**src/rtl/iwr_pkg.sv**
```systemverilog
// Interpreter register bank constants.
// Used with package-qualified names only.
package iwr_pkg;
  localparam int unsigned WORD_W      = 36;
  localparam int unsigned NUM_SLOTS   = 6;
  localparam int unsigned FLAG_W      = 16;
  localparam int unsigned LATCH_W     = 14;
  localparam int unsigned ADDR_W      = 4;
  // Word indices; byte address is four times
  localparam logic [3:0] IDX_SECOND   = 4'h0;
  localparam logic [3:0] IDX_SLOT0    = 4'h1;
  localparam logic [3:0] IDX_SLOT5    = 4'h6;
  localparam logic [3:0] IDX_FLAGS1   = 4'h7;
  localparam logic [3:0] IDX_FLAGS2   = 4'h8;
  localparam logic [3:0] IDX_LATCH    = 4'h9;
  localparam logic [3:0] IDX_COND     = 4'hA;
  localparam logic [3:0] IDX_PORT     = 4'hB;
  localparam logic [3:0] IDX_CTRL     = 4'hC;
  // Latch positions
  localparam int unsigned LAT_EE_CLK  = 0;
  localparam int unsigned LAT_EE_PWR  = 7;
  localparam int unsigned LAT_DIR     = 8;
  localparam int unsigned LAT_BATT    = 9;
  localparam int unsigned LAT_SEL_LO  = 10;
  localparam int unsigned LAT_SEL_HI  = 11;
  localparam int unsigned LAT_TICK    = 12;
  localparam int unsigned LAT_ISRC    = 13;
  // Software may touch latches 1..6 and 8..13 only
  localparam logic [13:0] LATCH_SW_MASK = 14'h3F7E;
  // Bank one flag positions
  localparam int unsigned FLG_LONG_TMR  = 10;
  localparam int unsigned FLG_SHORT_TMR = 11;
  localparam int unsigned FLG_PORT_LO   = 12;
  // Condition bit positions
  localparam int unsigned CND_ZERO    = 0;
  localparam int unsigned CND_MINUS   = 1;
  localparam int unsigned CND_PLUS    = 2;
  // Status-update kinds from the interpreter
  typedef enum logic [2:0] {
    UPD_NONE  = 3'b000,
    UPD_ARITH = 3'b001,
    UPD_OTHER = 3'b010,
    UPD_ADC   = 3'b011,
    UPD_CMP   = 3'b100
  } iwr_upd_t;
  typedef enum logic [1:0] {
    SLOT0_KEEP  = 2'b00,
    SLOT0_CLEAR = 2'b01,
    SLOT0_REM   = 2'b10
  } iwr_slot0_t;
  localparam logic [31:0] RST_WORD = 32'h0000_0000;
  localparam logic [35:0] RST_WIDE = 36'h0_0000_0000;
  localparam logic [31:0] BAD_READ = 32'hDEAD_BEEF;
endpackage

```
**src/rtl/iwr_regs.sv**
```systemverilog
// Interpreter work registers, slots, flags, latches, port and status.
// Assumes the ALU on this clock, Avalon-MM access, async pins.
//
// Overview of operation
// Second work register: eight BCD digits, sign
// Second register feeds operand, takes constants, counters
// Six storage slots, same nine-nibble format
// Slot zero cleared by multiply, holds remainder
// Two sixteen-flag banks, select persists until changed
// Bank one: H segments, timers, port buffer
// Latches one to six drive output pins
// EEPROM clock and supply pins interpreter-only
// Fourteen latches; zero and seven software-locked
// Latch eight sets port direction
// Latches nine to eleven pick ADC input
// Latch twelve picks one or sixteen hertz
// Latch thirteen enables current source with supply
// Port output through four-bit latch, open source
// Port input via Schmitt buffers to ALU; when latch eight sets output the ALU reads the port latch instead
// Port activity wakes device from low power
// Three status bits, kept unless updated
// Conditional jump tests one status bit
// Arithmetic sets plus bit from result sign
// Plus set on success or ADC in range
// Minus set on negative, error, out-of-range
// Zero set on zero, equal, under range
// Reset clears latches, flags, status; bank one
`timescale 1ns/1ps
`default_nettype none
module iwr_regs (
  // Clock and reset
  input  wire  logic        ref_clk_i,
  input  wire  logic        rst_n_i,
  input  wire  logic        clk_en_i,
  // Avalon-MM slave
  input  wire  logic [5:0]  avs_address_i,
  input  wire  logic        avs_read_i,
  input  wire  logic        avs_write_i,
  input  wire  logic [31:0] avs_writedata_i,
  input  wire  logic [3:0]  avs_byteenable_i,
  output logic [31:0]       avs_readdata_o,
  output logic              avs_waitrequest_o,
  output logic [1:0]        avs_response_o,
  // Interpreter ALU side
  input  wire  logic        alu_b_we_i,
  input  wire  logic [35:0] alu_b_data_i,
  output logic [35:0]       alu_b_o,
  input  wire  logic        alu_slot_we_i,
  input  wire  logic [2:0]  alu_slot_sel_i,
  input  wire  logic [35:0] alu_slot_data_i,
  input  wire  logic [1:0]  alu_slot0_op_i,
  input  wire  logic [35:0] alu_remainder_i,
  input  wire  logic        alu_pick_bank_one_i,
  input  wire  logic        alu_pick_bank_two_i,
  input  wire  logic        alu_flag_set_i,
  input  wire  logic        alu_flag_clr_i,
  input  wire  logic [3:0]  alu_flag_idx_i,
  output logic              alu_flag_test_o,
  input  wire  logic        alu_latch_set_i,
  input  wire  logic        alu_latch_clr_i,
  input  wire  logic [3:0]  alu_latch_idx_i,
  input  wire  logic        alu_sys_latch_we_i,
  input  wire  logic        alu_ee_clk_i,
  input  wire  logic        alu_ee_pwr_i,
  input  wire  logic        alu_port_we_i,
  input  wire  logic [3:0]  alu_port_data_i,
  output logic [3:0]        alu_port_in_o,
  input  wire  logic [2:0]  alu_upd_i,
  input  wire  logic        alu_res_neg_i,
  input  wire  logic        alu_res_zero_i,
  input  wire  logic        alu_error_i,
  input  wire  logic        alu_adc_over_i,
  input  wire  logic        alu_adc_under_i,
  input  wire  logic [1:0]  alu_jump_sel_i,
  output logic              alu_jump_take_o,
  input  wire  logic [6:0]  seg_h_i,
  input  wire  logic        tick_long_i,
  input  wire  logic        tick_short_i,
  output logic              tick_sel_o,
  input  wire  logic        tick_1hz_i,
  input  wire  logic        tick_16hz_i,
  // Pins and analog control
  output logic [5:0]        general_out_pin_o,
  output logic              eeprom_clock_pin_o,
  output logic              eeprom_supply_pin_o,
  input  wire  logic [3:0]  port_line_i,
  output logic [3:0]        port_line_o,
  output logic [3:0]        port_line_oe_n_o,
  input  wire  logic        low_power_i,
  output logic              wake_o,
  input  wire  logic        switched_sensor_supply_i,
  output logic              current_source_on_o,
  output logic              battery_select_o,
  output logic [3:0]        analog_in_sel_o
);
  localparam logic [1:0] RESP_OK  = 2'b00;
  localparam logic [1:0] RESP_ERR = 2'b10;

  logic [35:0] second_work_reg_r;
  logic [35:0] store_slot_r [iwr_pkg::NUM_SLOTS];
  logic [15:0] flag_bank_one_r;
  logic [15:0] flag_bank_two_r;
  logic        bank_two_sel_r;
  logic [13:0] latch_array_r;
  logic [3:0]  port_latch_r;
  logic [2:0]  condition_bits_r;
  logic [2:0]  condition_bits_nxt;
  logic [3:0]  port_meta_r;
  logic [3:0]  port_sync_r;
  logic [3:0]  port_prev_r;
  logic        ack_r;

  // Bus decode
  wire         bus_req    = (avs_read_i | avs_write_i) & clk_en_i;
  wire         bus_go     = bus_req & ~ack_r;
  wire [3:0]   reg_idx    = avs_address_i[5:2];
  wire         hit_second = (reg_idx == iwr_pkg::IDX_SECOND);
  wire         hit_slot   = (reg_idx >= iwr_pkg::IDX_SLOT0) && (reg_idx <= iwr_pkg::IDX_SLOT5);
  wire [2:0]   slot_idx   = 3'(reg_idx - iwr_pkg::IDX_SLOT0);
  wire         hit_f1     = (reg_idx == iwr_pkg::IDX_FLAGS1);
  wire         hit_f2     = (reg_idx == iwr_pkg::IDX_FLAGS2);
  wire         hit_lat    = (reg_idx == iwr_pkg::IDX_LATCH);
  wire         hit_cond   = (reg_idx == iwr_pkg::IDX_COND);
  wire         hit_port   = (reg_idx == iwr_pkg::IDX_PORT);
  wire         hit_ctrl   = (reg_idx == iwr_pkg::IDX_CTRL);
  // Address bit 1 selects the sign nibble of wide registers
  wire         hi_half    = avs_address_i[1];
  wire         mapped     = (hit_second | hit_slot | hit_f1 | hit_f2 | hit_lat | hit_cond | hit_port | hit_ctrl)
                            & (avs_address_i[0] == 1'b0);
  wire         sw_wr      = bus_go & avs_write_i & mapped;
  wire [31:0]  be_mask    = {{8{avs_byteenable_i[3]}}, {8{avs_byteenable_i[2]}},
                             {8{avs_byteenable_i[1]}}, {8{avs_byteenable_i[0]}}};

  function automatic logic [35:0] wide_merge(input logic [35:0] old, input logic hi,
                                             input logic [31:0] wd, input logic [31:0] m);
    logic [31:0] lo_new;
    logic [3:0]  hi_new;
    lo_new = (old[31:0] & ~m) | (wd & m);
    hi_new = m[0] ? wd[3:0] : old[35:32];
    wide_merge = hi ? {hi_new, old[31:0]} : {old[35:32], lo_new};
  endfunction

  wire [35:0] slot_rd    = store_slot_r[slot_idx];
  wire [35:0] wide_rd    = hit_second ? second_work_reg_r : slot_rd;
  wire [31:0] wide_word  = hi_half ? {28'h0000000, wide_rd[35:32]} : wide_rd[31:0];
  wire [31:0] rd_mux     = (hit_second | hit_slot) ? wide_word :
                           hit_f1   ? {16'h0000, flag_bank_one_r} :
                           hit_f2   ? {16'h0000, flag_bank_two_r} :
                           hit_lat  ? {18'h00000, latch_array_r} :
                           hit_cond ? {29'h00000000, condition_bits_r} :
                           hit_port ? {24'h000000, port_sync_r, port_latch_r} :
                           hit_ctrl ? {31'h00000000, bank_two_sel_r} : iwr_pkg::RST_WORD;

  // One wait cycle per access, answered on the second edge
  always_ff @(posedge ref_clk_i) begin
    if (!rst_n_i) begin
      ack_r             <= 1'b0;
      avs_readdata_o    <= iwr_pkg::RST_WORD;
      avs_response_o    <= RESP_OK;
    end else if (clk_en_i) begin
      ack_r             <= bus_go;
      if (bus_go) begin
        avs_readdata_o  <= mapped ? rd_mux : iwr_pkg::BAD_READ;
        avs_response_o  <= mapped ? RESP_OK : RESP_ERR;
      end
    end
  end
  assign avs_waitrequest_o = ~ack_r;

  // ALU write wins over software
  always_ff @(posedge ref_clk_i) begin
    if (!rst_n_i) begin
      second_work_reg_r <= iwr_pkg::RST_WIDE;
    end else if (clk_en_i) begin
      if (alu_b_we_i) begin
        second_work_reg_r <= alu_b_data_i;
      end else if (sw_wr && hit_second) begin
        second_work_reg_r <= wide_merge(second_work_reg_r, hi_half, avs_writedata_i, be_mask);
      end
    end
  end
  assign alu_b_o = second_work_reg_r;

  genvar gs;
  generate
    for (gs = 0; gs < iwr_pkg::NUM_SLOTS; gs++) begin : g_slot
      wire alu_hit = alu_slot_we_i && (alu_slot_sel_i == 3'(gs));
      wire sw_hit  = sw_wr && hit_slot && (slot_idx == 3'(gs));
      wire s0_clr  = (gs == 0) && (alu_slot0_op_i == iwr_pkg::SLOT0_CLEAR);
      wire s0_rem  = (gs == 0) && (alu_slot0_op_i == iwr_pkg::SLOT0_REM);
      always_ff @(posedge ref_clk_i) begin
        if (!rst_n_i) begin
          store_slot_r[gs] <= iwr_pkg::RST_WIDE;
        end else if (clk_en_i) begin
          if (s0_clr) begin
            store_slot_r[gs] <= iwr_pkg::RST_WIDE;
          end else if (s0_rem) begin
            store_slot_r[gs] <= alu_remainder_i;
          end else if (alu_hit) begin
            store_slot_r[gs] <= alu_slot_data_i;
          end else if (sw_hit) begin
            store_slot_r[gs] <= wide_merge(store_slot_r[gs], hi_half, avs_writedata_i, be_mask);
          end
        end
      end
    end
  endgenerate

  // Flag banks; hardware-fed bank-one bits overwrite each cycle
  wire [15:0] flag_onehot = 16'h0001 << alu_flag_idx_i;
  wire [15:0] sw_f_mask   = be_mask[15:0];
  wire [15:0] hw_one_mask = 16'hFCFE;
  wire [15:0] hw_one_val  = {port_sync_r, tick_short_i, tick_long_i, 2'b00, seg_h_i, 1'b0};
  wire [15:0] f1_alu      = alu_flag_set_i ? (flag_bank_one_r | flag_onehot) :
                            alu_flag_clr_i ? (flag_bank_one_r & ~flag_onehot) : flag_bank_one_r;
  wire [15:0] f2_alu      = alu_flag_set_i ? (flag_bank_two_r | flag_onehot) :
                            alu_flag_clr_i ? (flag_bank_two_r & ~flag_onehot) : flag_bank_two_r;
  wire [15:0] f1_sw       = (sw_wr && hit_f1) ? ((flag_bank_one_r & ~sw_f_mask) | (avs_writedata_i[15:0] & sw_f_mask))
                                              : flag_bank_one_r;
  wire [15:0] f1_pre      = bank_two_sel_r ? f1_sw : ((alu_flag_set_i | alu_flag_clr_i) ? f1_alu : f1_sw);
  wire [15:0] f2_sw       = (sw_wr && hit_f2) ? ((flag_bank_two_r & ~sw_f_mask) | (avs_writedata_i[15:0] & sw_f_mask))
                                              : flag_bank_two_r;

  always_ff @(posedge ref_clk_i) begin
    if (!rst_n_i) begin
      flag_bank_one_r <= 16'h0000;
      flag_bank_two_r <= 16'h0000;
      bank_two_sel_r  <= 1'b0;
    end else if (clk_en_i) begin
      flag_bank_one_r <= (f1_pre & ~hw_one_mask) | (hw_one_val & hw_one_mask);
      flag_bank_two_r <= (bank_two_sel_r && (alu_flag_set_i | alu_flag_clr_i)) ? f2_alu : f2_sw;
      if (alu_pick_bank_two_i) begin
        bank_two_sel_r <= 1'b1;
      end else if (alu_pick_bank_one_i) begin
        bank_two_sel_r <= 1'b0;
      end else if (sw_wr && hit_ctrl && avs_byteenable_i[0]) begin
        bank_two_sel_r <= avs_writedata_i[0];
      end
    end
  end
  wire [15:0] active_bank = bank_two_sel_r ? flag_bank_two_r : flag_bank_one_r;

  // Digit latches
  wire [13:0] lat_onehot = 14'h0001 << alu_latch_idx_i;
  wire [13:0] lat_sw_msk = be_mask[13:0] & iwr_pkg::LATCH_SW_MASK;
  wire [13:0] lat_after_sw = (sw_wr && hit_lat) ? ((latch_array_r & ~lat_sw_msk) | (avs_writedata_i[13:0] & lat_sw_msk))
                                                : latch_array_r;
  wire [13:0] lat_alu_msk = lat_onehot & iwr_pkg::LATCH_SW_MASK;
  wire [13:0] lat_after_alu = alu_latch_set_i ? (lat_after_sw | lat_alu_msk) :
                              alu_latch_clr_i ? (lat_after_sw & ~lat_alu_msk) : lat_after_sw;
  wire [13:0] sys_msk = 14'h0081;
  wire [13:0] sys_val = {6'h00, alu_ee_pwr_i, 6'h00, alu_ee_clk_i};
  wire [13:0] lat_final = alu_sys_latch_we_i ? ((lat_after_alu & ~sys_msk) | sys_val) : lat_after_alu;

  always_ff @(posedge ref_clk_i) begin
    if (!rst_n_i) begin
      latch_array_r <= 14'h0000;
      port_latch_r  <= 4'h0;
    end else if (clk_en_i) begin
      latch_array_r <= lat_final;
      if (alu_port_we_i) begin
        port_latch_r <= alu_port_data_i;
      end else if (sw_wr && hit_port && avs_byteenable_i[0]) begin
        port_latch_r <= avs_writedata_i[3:0];
      end
    end
  end

  // Port input synchroniser stands in for the Schmitt buffers
  always_ff @(posedge ref_clk_i) begin
    if (!rst_n_i) begin
      port_meta_r <= 4'h0;
      port_sync_r <= 4'h0;
      port_prev_r <= 4'h0;
    end else if (clk_en_i) begin
      port_meta_r <= port_line_i;
      port_sync_r <= port_meta_r;
      port_prev_r <= port_sync_r;
    end
  end

  // Status logic
  always_comb begin
    condition_bits_nxt = condition_bits_r;
    case (iwr_pkg::iwr_upd_t'(alu_upd_i))
      iwr_pkg::UPD_ARITH: begin
        condition_bits_nxt = {~alu_res_neg_i, alu_res_neg_i, alu_res_zero_i};
      end
      iwr_pkg::UPD_OTHER: begin
        condition_bits_nxt = {~alu_error_i, alu_error_i, alu_res_zero_i};
      end
      iwr_pkg::UPD_ADC: begin
        condition_bits_nxt = {~(alu_adc_over_i | alu_adc_under_i),
                              alu_adc_over_i | alu_adc_under_i, alu_adc_under_i};
      end
      iwr_pkg::UPD_CMP: begin
        condition_bits_nxt = {~alu_res_neg_i & ~alu_res_zero_i, alu_res_neg_i, alu_res_zero_i};
      end
      default: begin
        condition_bits_nxt = condition_bits_r;
      end
    endcase
  end

  // Jump select: 0 zero, 1 minus, 2 plus, 3 active-bank flag
  wire jump_take_nxt = (alu_jump_sel_i == 2'd3) ? active_bank[alu_flag_idx_i]
                                                : condition_bits_nxt[alu_jump_sel_i];
  wire [3:0] sel_dec = latch_array_r[iwr_pkg::LAT_BATT] ? 4'h0 :
                       (4'h1 << {latch_array_r[iwr_pkg::LAT_SEL_HI], latch_array_r[iwr_pkg::LAT_SEL_LO]});
  wire port_out = latch_array_r[iwr_pkg::LAT_DIR];

  // Registered outputs
  always_ff @(posedge ref_clk_i) begin
    if (!rst_n_i) begin
      condition_bits_r    <= 3'b000;
      alu_jump_take_o     <= 1'b0;
      alu_flag_test_o     <= 1'b0;
      alu_port_in_o       <= 4'h0;
      tick_sel_o          <= 1'b0;
      general_out_pin_o   <= 6'h00;
      eeprom_clock_pin_o  <= 1'b0;
      eeprom_supply_pin_o <= 1'b0;
      port_line_o         <= 4'h0;
      port_line_oe_n_o    <= 4'hF;
      wake_o              <= 1'b0;
      current_source_on_o <= 1'b0;
      battery_select_o    <= 1'b0;
      analog_in_sel_o     <= 4'h0;
    end else if (clk_en_i) begin
      condition_bits_r    <= condition_bits_nxt;
      alu_jump_take_o     <= jump_take_nxt;
      alu_flag_test_o     <= active_bank[alu_flag_idx_i];
      alu_port_in_o       <= port_out ? port_latch_r : port_sync_r;
      tick_sel_o          <= latch_array_r[iwr_pkg::LAT_TICK] ? tick_16hz_i : tick_1hz_i;
      general_out_pin_o   <= latch_array_r[6:1];
      eeprom_clock_pin_o  <= latch_array_r[iwr_pkg::LAT_EE_CLK];
      eeprom_supply_pin_o <= latch_array_r[iwr_pkg::LAT_EE_PWR];
      port_line_o         <= port_latch_r;
      // Open source: drive only the high level, float for low or input
      port_line_oe_n_o    <= ~({4{port_out}} & port_latch_r);
      wake_o              <= low_power_i && (port_sync_r != port_prev_r);
      current_source_on_o <= latch_array_r[iwr_pkg::LAT_ISRC] & switched_sensor_supply_i;
      battery_select_o    <= latch_array_r[iwr_pkg::LAT_BATT];
      analog_in_sel_o     <= sel_dec;
    end
  end
endmodule // iwr_regs
`default_nettype wire

```
**config.mk**
```make
export PLATFORM = sky130hd
export DESIGN_NAME = iwr_regs
export DESIGN_NICKNAME = d
export VERILOG_FILES = /design/src/rtl/iwr_pkg.sv /design/src/rtl/iwr_regs.sv
export SDC_FILE = /design/constraint.sdc
export NUM_CORES = 1
export LEC_CHECK = 0
export BUFFER_PORTS_ARGS = -buffer_cell sky130_fd_sc_hd__buf_2
export CORE_MARGIN = 1
export CORE_UTILIZATION = 60
export DETAILED_ROUTE_END_ITERATION = 16
export PLACE_DENSITY = 0.84
export SLEW_MARGIN = 20
export SYNTH_ARGS = -nofsm -noshare
export SYNTH_HDL_FRONTEND = slang
export SYNTH_SLANG_ARGS = --single-unit
```
**constraint.sdc**
```tcl
create_clock -name ref_clk_i -period 12.4 [get_ports ref_clk_i]
set_input_delay 3.1 -clock ref_clk_i [delete_from_list [all_inputs] [get_ports ref_clk_i]]
set_output_delay 3.1 -clock ref_clk_i [all_outputs]
set_load 0.05 [all_outputs]
```
==> impl_results.md <==
- Post-synthesis async set-or-reset flop share: 0%
- Nets: 2667
- Post-synth EDFFs: 216
- Num CTS Buffers: 42
- Setup WS pre-CTS: 4.80 ns
- CP max FO: 71
- Synth Instances: 2266
- Final WS setup: 5.68 ns
- Max-cap violation count: 0
- Final hold vios: 0
- Status: finished clean
- Hold Buf Count CTS: 0
- Vias in the first global route: 18.5k
- DRT iter0 DRCs: 2859
- Initial cell density of the core: 61.1%
- Slew headroom: 23.0%
- Maximum vdd drop: 0.114 mV
- Depth of the CTS H-tree: 2
- Seq/Total Area, Yosys: 47.4%
- Synthesized area: 20500 µm²
- Core ar.: 33600 µm²
- Full die area: 35000 µm²
- Routed Antenna Nets: 0
- Port bufs: 310
- Clk buf depth: 3
- Via count: 19.9k
- Startpoint types: input port
- WL/cell: 25.1 µm
- Post-CTS Setup Inserts: 0
- Top_reg_cell synth: edfxtp_1
- Synth Register Bits: 378
- Global-route wire length before repair: 111000 µm
- Syn-to-layout area delta: 14.9%
- CTS Root Cell: clkbuf_16
- Pre-Repair DR Iteration Count: 7
- Crit path kind: in -> reg
- Most frequent cells in the layout: buf_2, nand2_1, o21ai_0
- Global route overflow: 0
- Width of the die: 187 µm
- Final wirelength: 73600 µm
- Sink Count: 378
- Most common cell after layout, fill and taps aside: buf_2
- Crit path arrival time: 6.98 ns
- Global Route Usage Sum: 41.1%
- Die H: 187 µm
- CTS tree: built
- Row Count: 67
- Final Cycle Share: 54.2%
- Crit. End Element: register
- Clock Pin Slew Worst Setup and Hold Paths: 0.06 ns
- Number of antenna violations at the first check in global routing: 3
- Largest net degree at the start of global routing: 93
- Hold crit path type: reg -> reg
- LEAKAGE: 8.87 nW
- Synth warn: 0
- Fmax: 149 MHz
- Clock Skews: 0.0161 ns
- Final setup violation count: 0
- Post-DP HPWL: 50500 µm
- Synth unique cells: 77
- Setup TNS: 0 ns
- Cts repair resizes: 0
- Via density: 6.79
- Unrepaired setup endpoints after global routing: no
- Worst skew pair latency: 0.56 ns
- Worst-Margin Slew: 1.15 ns
- Power Dens Cells: 134 nW/µm²
- Remaining DRCs: 0
- Share of layout cells above drive strength 1: 19.2%
- Synthesized area per cell: 9.06 µm²
- Slew Viols, Final: 0
- Syn nets: 2483
- Worst EP required: 12.66 ns
- Minimum clock period: 6.72 ns
- RD Place Congestion: 1.00
- IO Pins: 312
[final timing paths]
| kind | start | endpoint | slack [ns] | cells after the start |
|---|---|---|---|---|
| hold / removal | alu_flag_test_o | alu_flag_test_o | 0.44 | 2 |
| setup reg to reg | ack_r | store_slot_r[0][20] | 9.14 | 8 |
| hold reg to reg | alu_flag_test_o | alu_flag_test_o | 0.44 | 2 |
| setup / recovery | avs_address_i[2] | store_slot_r[4][15] | 5.68 | 10 |
[state kept, by name (all words and copies together) (netlist names), 3 cells and up, named ones only]
signal             cells
avs_readdata_o        32
condition_bits_r       3
general_out_pin_o      6
port_latch_r           4
alu_port_in_o          4
analog_in_sel_o        4
alu_b_o               36
flag_bank_one_r       13
port_line_o            4
port_line_oe_n_o       4
store_slot_r         216
latch_array_r         14
port_sync_r            4
port_meta_r            4
[power by group]
group,switching (W),internal (W)
sequential,0.0000454,0.00138
combinational,0.000326,0.000140
clock,0.000529,0.000744
[kinds of logic after synthesis]
group                    share of synthesized area [%]
XOR/XNOR                                         0.213
AO/OA/AOI/OAI                                     22.8
adder cells (fa/ha/maj)                          0.366
AND/OR/NAND/NOR                                   15.7
multiplexers                                      9.27
flip-flops                                        47.4
buffers and inverters                             4.25
other                                           0.0183
[area by class of cell]
class	count	area (µm²)
multi-input cells	1670	10000
inverters	15	56.3
clock buffers	50	1140
fillers	2625	10000
well taps	448	561
clock inverters	26	253
repair buffers	343	1820
diodes	2	5.00
flip-flops and latches	378	9730
[layer usage]
layer	track usage (%)	part of all wire, %
met1	55.0	37
met2	64.1	45
met3	10.1	14
met4	16.8	4.4
met5	0	0.016
[metrics by stage]
| step | total power (W) | utilization [%] | instances | cell area, µm² | hold WS (ns) |
|---|---|---|---|---|---|
| 2_1_floorplan | 0.00173 | - | 2266 | 20500 | 0.449 |
| 4_1_cts | 0.00315 | 70.0 | 2929 | 23500 | 0.445 |
| 3_5_place_dp | 0.00190 | 65.9 | 2853 | 22200 | 0.436 |
| 5_1_grt | 0.00324 | 70.1 | 2930 | 23600 | 0.469 |
| 3_3_place_gp | 0.00189 | 65.9 | 2853 | 22200 | 0.431 |
| 6_report | 0.00317 | 70.1 | 2932 | 23600 | 0.443 |
[worst max-delay path, cell delays in order]
cell and delay [ns]:
buf_4 0.55, inv_1 0.18, ha_1 0.38, ha_2 0.37, buf_4 0.59, o311ai_0 0.40, nor4_4 0.52, nor3_1 0.19
a21oi_4 0.44, buf_16 0.24
[Yosys cell counts, drive strengths merged, types with 15 or more instances]
cell type,number,area (µm²)
a211oi,15,113
a21oi,269,1350
a22oi,58,435
and2,37,231
buf,57,265
clkbuf,146,551
dfxtp,162,3240
edfxtp,216,6490
inv,15,56.3
mux2i,99,991
mux4,40,901
nand2,299,1120
nand3,60,305
nor2,209,795
nor2b,18,113
nor3,16,95.1
o211ai,16,120
o21ai,328,1640
o221ai,30,263
No activity file was read; power rests on OpenSTA's default activity.
